==> config.mk <==
export PLATFORM = sky130hd
export DESIGN_NAME = chs_scheduler
export DESIGN_NICKNAME = d
export VERILOG_FILES = /design/src/chs_pkg.sv /design/src/chs_scheduler.sv
export VERILOG_INCLUDE_DIRS = /design/src
export SDC_FILE = /design/constraint.sdc
export NUM_CORES = 1
export LEC_CHECK = 0
export BUFFER_PORTS_ARGS = -buffer_cell sky130_fd_sc_hd__buf_2
export CAP_MARGIN = 20
export CORE_AREA = 8 8 163 165
export DETAILED_ROUTE_END_ITERATION = 12
export DIE_AREA = 0 0 171 173
export GPL_ROUTABILITY_DRIVEN = 1
export PLACE_DENSITY = 0.41
export SLEW_MARGIN = 20
export SYNTH_ARGS = -nofsm -noshare
export SYNTH_HDL_FRONTEND = slang
export SYNTH_SLANG_ARGS = --single-unit
==> constraint.sdc <==
create_clock -name sys_clk -period 10.7 [get_ports sys_clk]
set_input_delay 1.07 -clock sys_clk [delete_from_list [all_inputs] [get_ports sys_clk]]
set_output_delay 1.07 -clock sys_clk [all_outputs]
set_load 0.1 [all_outputs]
==> src/chs_params.svh <==
// Timing and encoding constants for the channel service scheduler.
// Assumes inclusion by bare name from the scheduler package and module.
`ifndef CHS_PARAMS_SVH
`define CHS_PARAMS_SVH

// Slot transition, new-round no-op, and stall per parameter memory collision
`define CHS_TRANS_CLKS 5'h0a
`define CHS_NOP_CLKS 5'h04
`define CHS_STALL_CLKS 6'h02
// Edge-driven pulse-width service state lengths
`define CHS_PWM_RISE_CLKS 5'h18
`define CHS_PWM_FALL_CLKS 5'h02
// Slot pattern length and last slot index
`define CHS_SLOTS 3'h7
`define CHS_LAST_SLOT 3'h6
// Priority level codes
`define CHS_PRIO_OFF 2'h0
`define CHS_PRIO_LOW 2'h1
`define CHS_PRIO_MID 2'h2
`define CHS_PRIO_HIGH 2'h3

`endif

==> src/chs_pkg.sv <==
// Types shared by the channel service scheduler.
// Assumes chs_params.svh is on the include path.
`include "chs_params.svh"

package chs_pkg;
  // Scheduler sequencing states
  typedef enum logic [1:0] {
    CHS_PICK,
    CHS_NOP,
    CHS_SERVE,
    CHS_TRANS
  } chs_state_e;

  // Priority level of a channel or slot
  typedef logic [1:0] chs_prio_t;
endpackage : chs_pkg

==> src/chs_scheduler.sv <==
// Channel service scheduler: grants one microengine to requesting timer channels.
// Assumes all inputs synchronous to sys_clk; the engine holds svc_done until grant drops.
//
// Notes on behaviour
// - Slots follow H-M-H-L-H-M-H, repeating back to back.
// - Ten-clock transition follows every serviced time slot.
// - Four-clock no-op when a level restarts round.
// - Each memory collision stalls service two clocks.
// - Pulse-width channels request at every pin edge.
// - Service after rise 24 clocks, after fall 2.
`timescale 1ns/10ps
`include "chs_params.svh"

module chs_scheduler #(
  parameter int NCH = 16
) (
  input wire logic sys_clk,
  input wire logic reset_n,
  input wire logic [NCH-1:0] svc_req,
  input wire logic [2*NCH-1:0] chan_prio,
  input wire logic [NCH-1:0] chan_is_pwm,
  input wire logic [NCH-1:0] pwm_pin,
  input wire logic ram_collision,
  input wire logic svc_done,
  output logic grant_valid,
  output logic [$clog2(NCH)-1:0] grant_chan,
  output chs_pkg::chs_prio_t slot_prio,
  output logic nop_active,
  output logic trans_active,
  output logic stall_active
);
  import chs_pkg::*;

  localparam int CW = $clog2(NCH);

  // ----------------------------------------------------------------
  // State
  // ----------------------------------------------------------------
  chs_state_e state_reg, state_next;
  logic [2:0] slot_reg, slot_next;
  logic [4:0] cnt_reg, cnt_next;
  logic [5:0] stall_reg, stall_next;
  logic [CW-1:0] chan_reg, chan_next;
  logic pwm_svc_reg, pwm_svc_next;
  logic [NCH-1:0] sgl_reg, sgl_next;
  logic [NCH-1:0] pwm_evt_reg, pwm_evt_next;
  logic [NCH-1:0] pwm_rose_reg, pwm_rose_next;
  logic [NCH-1:0] pin_prev_reg, pin_prev_next;
  logic [NCH-1:0] pend, at_lvl, cand, edge_hit;
  logic [CW-1:0] pick;
  chs_prio_t cur_prio;
  logic work, finish;

  // Slot pattern lookup
  function automatic chs_prio_t slot_level(input logic [2:0] idx);
    chs_prio_t p;
    case (idx)
      3'h1, 3'h5: p = `CHS_PRIO_MID;
      3'h3: p = `CHS_PRIO_LOW;
      default: p = `CHS_PRIO_HIGH;
    endcase
    return p;
  endfunction : slot_level

  // ----------------------------------------------------------------
  // Request decode and candidate selection
  // ----------------------------------------------------------------
  always_comb begin
    cur_prio = slot_level(slot_reg);
    edge_hit = chan_is_pwm & (pwm_pin ^ pin_prev_reg);
    pend = svc_req | pwm_evt_reg;
    for (int i = 0; i < NCH; i++) begin
      at_lvl[i] = (chan_prio[2*i +: 2] == cur_prio);
    end
    cand = pend & at_lvl & ~sgl_reg;
    pick = '0;
    for (int i = NCH - 1; i >= 0; i--) begin
      if (cand[i]) begin
        pick = CW'(i);
      end
    end
  end

  // ----------------------------------------------------------------
  // Sequencing next state
  // ----------------------------------------------------------------
  always_comb begin
    state_next = state_reg;
    slot_next = slot_reg;
    cnt_next = cnt_reg;
    stall_next = stall_reg;
    chan_next = chan_reg;
    pwm_svc_next = pwm_svc_reg;
    sgl_next = sgl_reg;
    pwm_evt_next = pwm_evt_reg;
    pwm_rose_next = pwm_rose_reg;
    pin_prev_next = pwm_pin;
    work = 1'b0;
    finish = 1'b0;
    case (state_reg)
      CHS_PICK: begin
        if (|cand) begin
          chan_next = pick;
          pwm_svc_next = pwm_evt_reg[pick];
          cnt_next = pwm_rose_reg[pick] ? `CHS_PWM_RISE_CLKS : `CHS_PWM_FALL_CLKS;
          stall_next = '0;
          state_next = CHS_SERVE;
        end else if (|(pend & at_lvl)) begin
          sgl_next = sgl_reg & ~at_lvl;
          cnt_next = `CHS_NOP_CLKS;
          state_next = CHS_NOP;
        end else begin
          // Nothing wanted at this level: pass the slot on after this one pick clock, with no transition or no-op
          slot_next = (slot_reg == `CHS_LAST_SLOT) ? 3'h0 : slot_reg + 3'h1;
        end
      end
      CHS_NOP: begin
        cnt_next = cnt_reg - 5'h01;
        if (cnt_reg == 5'h01) begin
          state_next = CHS_PICK;
        end
      end
      CHS_SERVE: begin
        // Work advances only when no stall is owed; a collision on the last
        // work cycle holds it so the two stall clocks are still paid
        work = (stall_reg == 6'h00)
               && !(ram_collision && (pwm_svc_reg ? (cnt_reg == 5'h01) : svc_done));
        stall_next = stall_reg - ((stall_reg != 6'h00) ? 6'h01 : 6'h00)
                     + (ram_collision ? `CHS_STALL_CLKS : 6'h00);
        if (pwm_svc_reg) begin
          finish = work && (cnt_reg == 5'h01);
          if (work) begin
            cnt_next = cnt_reg - 5'h01;
          end
        end else begin
          finish = work && svc_done;
        end
        if (finish) begin
          sgl_next[chan_reg] = 1'b1;
          pwm_evt_next[chan_reg] = 1'b0;
          cnt_next = `CHS_TRANS_CLKS;
          state_next = CHS_TRANS;
        end
      end
      default: begin
        cnt_next = cnt_reg - 5'h01;
        if (cnt_reg == 5'h01) begin
          slot_next = (slot_reg == `CHS_LAST_SLOT) ? 3'h0 : slot_reg + 3'h1;
          state_next = CHS_PICK;
        end
      end
    endcase
    // A new pin edge wins over the clear at service end
    pwm_evt_next = pwm_evt_next | edge_hit;
    for (int i = 0; i < NCH; i++) begin
      if (edge_hit[i]) begin
        pwm_rose_next[i] = pwm_pin[i];
      end
    end
  end

  // Sequencing registers
  always_ff @(posedge sys_clk or negedge reset_n) begin
    if (!reset_n) begin
      state_reg <= CHS_PICK;
      slot_reg <= 3'h0;
      cnt_reg <= 5'h00;
      stall_reg <= 6'h00;
      chan_reg <= '0;
      pwm_svc_reg <= 1'b0;
      sgl_reg <= '0;
      pwm_evt_reg <= '0;
      pwm_rose_reg <= '0;
      pin_prev_reg <= '0;
    end else begin
      state_reg <= state_next;
      slot_reg <= slot_next;
      cnt_reg <= cnt_next;
      stall_reg <= stall_next;
      chan_reg <= chan_next;
      pwm_svc_reg <= pwm_svc_next;
      sgl_reg <= sgl_next;
      pwm_evt_reg <= pwm_evt_next;
      pwm_rose_reg <= pwm_rose_next;
      pin_prev_reg <= pin_prev_next;
    end
  end

  // ----------------------------------------------------------------
  // Registered outputs
  // ----------------------------------------------------------------
  always_ff @(posedge sys_clk or negedge reset_n) begin
    if (!reset_n) begin
      grant_valid <= 1'b0;
      grant_chan <= '0;
      slot_prio <= `CHS_PRIO_HIGH;
      nop_active <= 1'b0;
      trans_active <= 1'b0;
      stall_active <= 1'b0;
    end else begin
      grant_valid <= (state_next == CHS_SERVE);
      grant_chan <= chan_next;
      slot_prio <= slot_level(slot_next);
      nop_active <= (state_next == CHS_NOP);
      trans_active <= (state_next == CHS_TRANS);
      stall_active <= (state_next == CHS_SERVE) && (stall_next != 6'h00);
    end
  end

  // ----------------------------------------------------------------
  // Checks
  // ----------------------------------------------------------------
  // Run length of the current state, work cycles in service, pin level at pick
  logic [5:0] run_reg, work_run_reg;
  logic rose_at_pick_reg;
  always_ff @(posedge sys_clk or negedge reset_n) begin
    if (!reset_n) begin
      run_reg <= 6'h00;
      work_run_reg <= 6'h00;
      rose_at_pick_reg <= 1'b0;
    end else begin
      run_reg <= (state_next != state_reg) ? 6'h00 : run_reg + 6'h01;
      work_run_reg <= (state_reg != CHS_SERVE) ? 6'h00 : work_run_reg + {5'h00, work};
      if (state_reg == CHS_PICK && cand != '0) begin
        rose_at_pick_reg <= pin_prev_reg[pick];
      end
    end
  end
endmodule : chs_scheduler

==> flow_summary_export.csv, run 1 <==
group,metric,value,unit
pwr,power.switching,0.6852,mW
floorplanning,dieWidth,171,um
timing,period_needed,4.420,ns
worst_setup_path,cp_max_fo,48,
synth,synthCells,646,
floorplanning,floorplan.io_pins,94,
synth,synth_top_cell_area_share,37.85,%
global_routing,pin_count_of_the_biggest_net_entering_global_routing,49,
floorplanning,die_h,173,um
worst_setup_path,reg2regPathDepth,13,
worst_setup_path,rr_startpoint,"slot_reg[1]$_DFF_PN0_",
worst_setup_path,worst_path_largest_cell_delay,0.67,ns
global_routing,grtUsageTotal,12.90,%
global_routing,grt_first_pass_wirelength,29650,um
final_layout,drive_gt1_share,20.84,%
synth,synth_common_cells,"sky130_fd_sc_hd__o21ai_0 (105), sky130_fd_sc_hd__dfrtp_1 (89), sky130_fd_sc_hd__nor2_1 (42), sky130_fd_sc_hd__inv_1 (41), sky130_fd_sc_hd__nand2b_1 (36)",
synth,asyncSetResetFlopFracSynth,100.0,%
worst_setup_path,critical-path-slowest-cell,"sky130_fd_sc_hd__a311oi_1",
pwr,peakVddDrop,0.0001654,V
worst_setup_path,worst_setup_path_startpoint,"slot_reg[1]$_DFF_PN0_",
global_routing,grt_overflow_total,0,
place,routabilityCongestion,0.7799,
synth,synth_top_family_by_area,"compound AO/OA/AOI/OAI gates",
clock_network,cts_hold_buffers,0,
pwr,p_clk_share,21.5,%
global_routing,met3_usage,2.915,%
timing,part_of_the_cycle_the_worst_path_needs,41.31,%
pwr,swShare,45.92,%
floorplanning,core.rowCount,57,
synth,yosys.area_share.xor_xnor,3.126,%
worst_setup_path,worstPathArrival,4.66,ns
pwr,intPower,0.8069,mW
timing,worst_hold_slack,0.4779,ns
floorplanning,core_area,23960,um2
timing,hold_violations,0,
timing,timing_worst_slew_pin_value,0.8321,ns
synth,most_repeated_cell_in_the_gate_level_netlist_after_synthesis,"sky130_fd_sc_hd__o21ai_0",
global_routing,globalRouteMet1Util,17.54,%
pwr,combPwrFrac,45.6,%
timing,worst_slew_margin_rel,44.35,%
clock_network,clock_tree_from_tritoncts,"done",
drt,detail_route.wl_per_cell,18.16,um
worst_setup_path,cp-start-kind,"flip-flop",
global_routing,via_count_of_the_first_global_routing_pass,5169,
worst_setup_path,setup.reg_to_reg.worst_slack,6.28,ns
clock_network,path_clk_slew,0.07,ns
pwr,cellPowerDensity,215.0,nW/um2
clock_network,worst_skew_pair.late_latency,0.36,ns
final_layout,layout.nets,828,
hold_path,hold_start,"pin_prev_reg[12]$_DFF_PN0_",
worst_setup_path,rr_endpoint,"cnt_reg[1]$_DFFE_PN0P_",
global_routing,grtUsageMet2,20.42,%
synth,ys_types,63,
flow_run,cap_viol_max_count,0,
synth,synth_fp_nets,745,
timing,timing.setup.tns,0,ns
pwr,leakage,2.789,nW
global_routing,antenna_found_initial,1,
synth,synth_adder_area_share,3.317,%
synth,synth_sequential_area_ratio,38.74,%
timing,clock.fmax,226.3,MHz
synth,dominantRegCellSynth,"sky130_fd_sc_hd__dfrtp_1",
timing,setup_viol,0,
clock_network,cts_htree_levels,3,
floorplanning,die-area,29580,um2
worst_setup_path,critical-path-top-cell-by-count,"sky130_fd_sc_hd__mux2i_1",
synth,yosys-top-cells-area,"sky130_fd_sc_hd__dfrtp_1 (38%), sky130_fd_sc_hd__o21ai_0 (8.9%), sky130_fd_sc_hd__mux2i_1 (3.9%)",
drt,detail-route-antenna-nets,0,
synth,synth-seq-cells,91,
pwr,seq_power_share,32.9,%
timing,finalMaxSlewViolations,0,
final_layout,area_delta_synth_final,17.92,%
floorplanning,floorplan.initialDensity,24.56,%
drt,dr_total_vias,5187,
drt,wl,19220,um
place,detailedPlacementHpwl,14790,um
final_layout,antenna_cells,0,
outcome,outcome,"finished, final reports clean",
clock_network,clock_tree.buffer_depth,2,
place,io_buffer_count,93,
drt,drt_pass1_iterations,4,
timing,skew,0.01564,ns
clock_network,cts-root-buf,"sky130_fd_sc_hd__clkbuf_16",
synth,synth.area.mux_share,5.252,%
drt,drt-vias-per-instance,4.903,
hold_path,hold_path_depth,1,
clock_network,tritoncts.num_buffers,9,
worst_setup_path,required,10.94,ns
synth,simple_gate_fraction_of_synth_area,21.35,%
synth,synth_edf_count,0,
clock_network,post_cts.resized_instances,0,
hold_path,whs_endpoint,"pwm_rose_reg[12]$_DFFE_PN0P_",
clock_network,cts_sinks,91,
global_routing,global_route.peak_usage_layer,"met2",
hold_path,worstHoldPathType,"reg2reg",
synth,syn_area,5884,um2
timing,grt_setup_unrepaired,"no",
worst_setup_path,worstPathCellList,"and2_1 > ha_1 > buf_4 > nand2b_1 > or3b_2 > a311oi_1 > or2_2 > a211oi_1 > o31ai_4 > mux2i_1 > mux2i_1 > mux2_2 > a221o_1",
worst_setup_path,critPathKind,"reg2reg",
synth,synth.largest_area_cell,"sky130_fd_sc_hd__dfrtp_1",
synth,syn_avg_cell_area,9.109,um2
worst_setup_path,timing.critical_path.to_type,"flip-flop",
synth,area_fraction_in_compound_gates_after_synthesis,23.30,%
drt,drt_iter0_drc,289,
synth,synth_warnings,0,
clock_network,post-cts-setup-buffer-count,0,
drt,drt_drc_violations_left,0,
==> worst max path at each step <==
stage / to / slack [ns]
finish: cnt_reg[1]$_DFFE_PN0P_ / 6.28
global route: sgl_reg[9]$_DFFE_PN0P_ / 5.92
CTS: cnt_reg[1]$_DFFE_PN0P_ / 6.27
detailed placement: cnt_reg[1]$_DFFE_PN0P_ / 6.32
global placement: pwm_svc_reg$_DFFE_PN0P_ / 6.09
floorplan: cnt_reg[1]$_DFFE_PN0P_ / 6.97
==> final cells by class <==
cell class / count / area [um2]
inverter: 41 / 153.9
fill: 2608 / 17020
sequential: 91 / 2280
clock buffer: 9 / 225.2
multi-input combinational: 489 / 3319
timing repair buffer: 97 / 498.0
tap: 324 / 405.4
clock inverter: 7 / 57.56
==> power groups by stage <==
stage	clock, mW	combinational, mW	sequential (mW)
2_1_floorplan	0	0.405	0.562
3_3_place_gp	0	0.686	0.498
3_5_place_dp	0	0.684	0.497
4_1_cts	0.333	0.688	0.490
5_1_grt	0.341	0.755	0.502
6_report	0.321	0.681	0.490
==> worst max-delay path, delay by kind of cell, from the launching register on <==
kind,cells,cell delay (ns)
buf+inv,1,0.26
simple gates,4,1.12
flops,1,0.49
mux,3,0.66
compound gates,4,1.57
fa+ha+maj,1,0.17
==> through the flow <==
step	total power, mW	cells	setup WS (ns)	util [%]	instance area (um2)
2_1_floorplan	0.9674	646	6.972	-	5884
3_3_place_gp	1.184	1042	6.091	27.76	6653
3_5_place_dp	1.181	1042	6.321	27.78	6656
4_1_cts	1.510	1058	6.273	28.96	6939
5_1_grt	1.598	1058	5.922	28.96	6939
6_report	1.492	1058	6.280	28.96	6939
==> cells by family after synthesis <==
logic type / Yosys count
AOI/OAI and AO/OA: 215
muxes: 30
and+or+nand+nor: 208
xor gates and xnor gates: 21
adders and majority gates: 15
DFF: 91
buffers and inverters: 66
==> cells in the final DEF (no fill, tap or decap), drive strengths merged, types with 12 or more instances in the layout <==
| cell type | Yosys | final |
|---|---|---|
| o21ai | 108 | 108 |
| buf | 12 | 97 |
| dfrtp | 89 | 89 |
| inv | 41 | 45 |
| nor2 | 42 | 42 |
| nand2b | 36 | 36 |
| a21oi | 34 | 34 |
| mux2i | 23 | 23 |
| xnor2 | 20 | 20 |
| nand2 | 18 | 18 |
| nand4 | 18 | 18 |
| nand4b | 17 | 17 |
| a31oi | 16 | 16 |
| and3 | 15 | 15 |
| or3b | 15 | 15 |
| ha | 14 | 14 |
| a311oi | 12 | 12 |
==> per-layer routing <==
| metal | vias to the layer above | part of all wire, % |
|---|---|---|
| met4 | 2 | 1.3 |
| li1 | 2558 | - |
| met1 | 2508 | 49 |
| met5 | - | 0.062 |
| met2 | 106 | 46 |
| met3 | 13 | 3.5 |
(Power assumes the default switching activity.)
==> run 2: changes to the inputs <==
--- a/config.mk
+++ b/config.mk
@@ -12,7 +12,7 @@
 export DETAILED_ROUTE_END_ITERATION = 12
 export DIE_AREA = 0 0 171 173
 export GPL_ROUTABILITY_DRIVEN = 1
-export PLACE_DENSITY = 0.41
+export PLACE_DENSITY = 0.43
 export SLEW_MARGIN = 20
 export SYNTH_ARGS = -nofsm -noshare
 export SYNTH_HDL_FRONTEND = slang
==> constraint.sdc (replaced) <==
create_clock -name sys_clk -period 3.7 [get_ports sys_clk]
set_input_delay 0.37 -clock sys_clk [delete_from_list [all_inputs] [get_ports sys_clk]]
set_output_delay 0.37 -clock sys_clk [all_outputs]
set_load 0.1 [all_outputs]
==> run 2 against run 1 <==
Against the previous run: cell area is 9.7% higher; sequential cell count did not move; routed wire length grew 5.5%; global-route usage is 0.88 points higher; register-to-register slack worse by 6.2 ns; critical endpoint unchanged.
==> flow_summary_export.csv, run 2 (synthesized netlist as in run 1, its figures left out) <==
group,metric,value,unit
floorplanning,dieWidth,171,um
floorplanning,die_h,173,um
timing,skew,0.01177,ns
floorplanning,core.rowCount,57,
pwr,post-layout-total-power,4.557,mW
pwr,leakage,3.096,nW
timing,worst_slew_margin_rel,50.44,%
worst_setup_path,rr_endpoint,"cnt_reg[1]$_DFFE_PN0P_",
global_routing,grt_overflow_total,0,
place,routabilityCongestion,0.8646,
floorplanning,floorplan.io_pins,94,
worst_setup_path,critPathKind,"reg2reg",
worst_setup_path,cp_max_fo,13,
drt,wl,20280,um
pwr,cellPowerDensity,598.8,nW/um2
place,detailedPlacementHpwl,15830,um
clock_network,path_clk_slew,0.07,ns
worst_setup_path,required,3.94,ns
worst_setup_path,cp-start-kind,"flip-flop",
final_layout,drive_gt1_share,28.75,%
timing,layout_setup_ws,0.07344,ns
timing,finalMaxSlewViolations,0,
drt,drt_pass1_iterations,6,
timing,grt_setup_unrepaired,"yes",
clock_network,cts_hold_buffers,0,
clock_network,cts_htree_levels,3,
timing,part_of_the_cycle_the_worst_path_needs,98.02,%
global_routing,antenna_found_initial,1,
final_layout,post-route-util,31.76,%
global_routing,via_count_of_the_first_global_routing_pass,5464,
floorplanning,core_area,23960,um2
worst_setup_path,reg2regPathDepth,13,
place,io_buffer_count,93,
timing,clock.fmax,275.7,MHz
drt,dr_total_vias,5452,
worst_setup_path,timing.critical_path.to_type,"flip-flop",
floorplanning,floorplan.initialDensity,24.56,%
clock_network,worst_skew_pair.late_latency,0.36,ns
worst_setup_path,worstPathArrival,3.86,ns
worst_setup_path,cp-endpoint,"cnt_reg[1]$_DFFE_PN0P_",
worst_setup_path,rr_startpoint,"slot_reg[1]$_DFF_PN0_",
worst_setup_path,worst_setup_path_startpoint,"slot_reg[1]$_DFF_PN0_",
worst_setup_path,setup.reg_to_reg.worst_slack,0.07,ns
final_layout,nFillCells,2566,
clock_network,cts_sinks,91,
flow_run,cap_viol_max_count,0,
place,pre_cts_slack,-0.1676,ns
final_layout,area_delta_synth_final,29.34,%
timing,timing_worst_slew_pin_value,0.7434,ns
clock_network,tritoncts.num_buffers,9,
final_layout,layout.nets,881,
timing,period_needed,3.627,ns
clock_network,clock_tree_from_tritoncts,"done",
drt,detail_route.wl_per_cell,18.25,um
drt,detail-route-antenna-nets,0,
final_layout,final_cell_mix,"sky130_fd_sc_hd__o21ai_0 (105), sky130_fd_sc_hd__buf_2 (92), sky130_fd_sc_hd__dfrtp_1 (89)",
global_routing,pin_count_of_the_biggest_net_entering_global_routing,76,
timing,setup_viol,0,
final_layout,final_common_cell,"sky130_fd_sc_hd__o21ai_0",
drt,drt_iter0_drc,319,
timing,hold_violations,0,
clock_network,cts-root-buf,"sky130_fd_sc_hd__clkbuf_16",
timing,worst_hold_slack,0.009369,ns
global_routing,grtUsageTotal,13.79,%
drt,drt-vias-per-instance,4.907,
pwr,peakVddDrop,0.0004469,V
hold_path,worstHoldPathType,"in2async",
global_routing,grt_first_pass_wirelength,31470,um
drt,drt_drc_violations_left,0,
floorplanning,die-area,29580,um2
outcome,outcome,"finished, final reports clean",
clock_network,clock_tree.buffer_depth,2,
-- run 2: cell count changes in the layout (fill, tap and decap cells not counted), moves of 3 or more --
cell	previous run	this run
sky130_fd_sc_hd__or3b_4	0	3
sky130_fd_sc_hd__a311oi_4	0	4
sky130_fd_sc_hd__a211oi_2	0	3
sky130_fd_sc_hd__a211oi_1	6	3
sky130_fd_sc_hd__buf_12	0	4
sky130_fd_sc_hd__or3b_1	11	8
sky130_fd_sc_hd__buf_4	5	49
sky130_fd_sc_hd__a311oi_2	7	4
sky130_fd_sc_hd__buf_6	0	3
-- run 2: area by class of cell --
| cell class | instances | area, um2 | area share, % |
|---|---|---|---|
| repair buffers | 150 | 999.7 | 13.13 |
| multi-input cells | 489 | 3496 | 45.93 |
| clock inverters | 6 | 48.80 | 0.6411 |
| diodes | 1 | 2.502 | 0.03288 |
| inverters | 41 | 153.9 | 2.022 |
| well taps | 324 | 405.4 | 5.326 |
| clock buffers | 9 | 225.2 | 2.959 |
| flip-flops and latches | 91 | 2280 | 29.95 |
-- run 2: timing repair --
action | in CTS | in global routing
gates cloned | 1 | 1
endpoints found under the setup margin | 4 | 24
gates resized for setup | 10 | 23
setup buffers | 4 | 5
pin swaps | 10 | 13
-- run 2: routing by layer --
metal,share of wire (%),GRT usage (%)
met5,0.069,0
met4,2.4,4.676
met3,4.6,3.211
met2,45,20.92
met1,48,18.84
-- run 2: how the worst min path moves through the flow --
stage / start / end / slack [ns] / cells past startpoint
after floorplan: reset_n / cnt_reg[0]$_DFFE_PN0P_ / 0.07 / 0
after global placement: pin_prev_reg[5]$_DFF_PN0_ / pwm_rose_reg[5]$_DFFE_PN0P_ / 0.47 / 1
after detailed placement: pin_prev_reg[9]$_DFF_PN0_ / pwm_rose_reg[9]$_DFFE_PN0P_ / 0.47 / 1
after CTS: pwm_pin[7] / pin_prev_reg[7]$_DFF_PN0_ / 0.15 / 1
after global routing: reset_n / sgl_reg[10]$_DFFE_PN0P_ / 0.07 / 1
final: reset_n / sgl_reg[10]$_DFFE_PN0P_ / 0.009 / 1
-- run 2: per-stage QoR --
stage	cell area [um2]	TNS (ns)	cells
finish	7611	0	1111
global placement	7033	-0.1347	1086
detailed placement	7033	-0.2764	1086
CTS	7423	0	1106
global route	7609	-0.06438	1110
floorplan	5884	0	646
-- run 2: power breakdown --
| group | leakage, nW | internal (mW) | switching, mW |
|---|---|---|---|
| combinational | 2.00 | 0.889 | 1.37 |
| sequential | 0.967 | 1.19 | 0.226 |
| clock | 0.130 | 0.461 | 0.432 |
| total | 3.10 | 2.53 | 2.02 |
-- run 2: critical path: stages (launching register included) --
cell and delay [ns]:
sky130_fd_sc_hd__dfrtp_1 0.38, sky130_fd_sc_hd__and2_4 0.16, sky130_fd_sc_hd__ha_4 0.17, sky130_fd_sc_hd__buf_12 0.14, sky130_fd_sc_hd__nand2b_4 0.13, sky130_fd_sc_hd__or3b_4 0.41, sky130_fd_sc_hd__a311oi_4 0.37, sky130_fd_sc_hd__nor3_1 0.08
sky130_fd_sc_hd__a211o_1 0.28, sky130_fd_sc_hd__a211o_1 0.27, sky130_fd_sc_hd__a221o_1 0.37, sky130_fd_sc_hd__mux2i_1 0.15, sky130_fd_sc_hd__mux2_4 0.29, sky130_fd_sc_hd__a221o_1 0.29
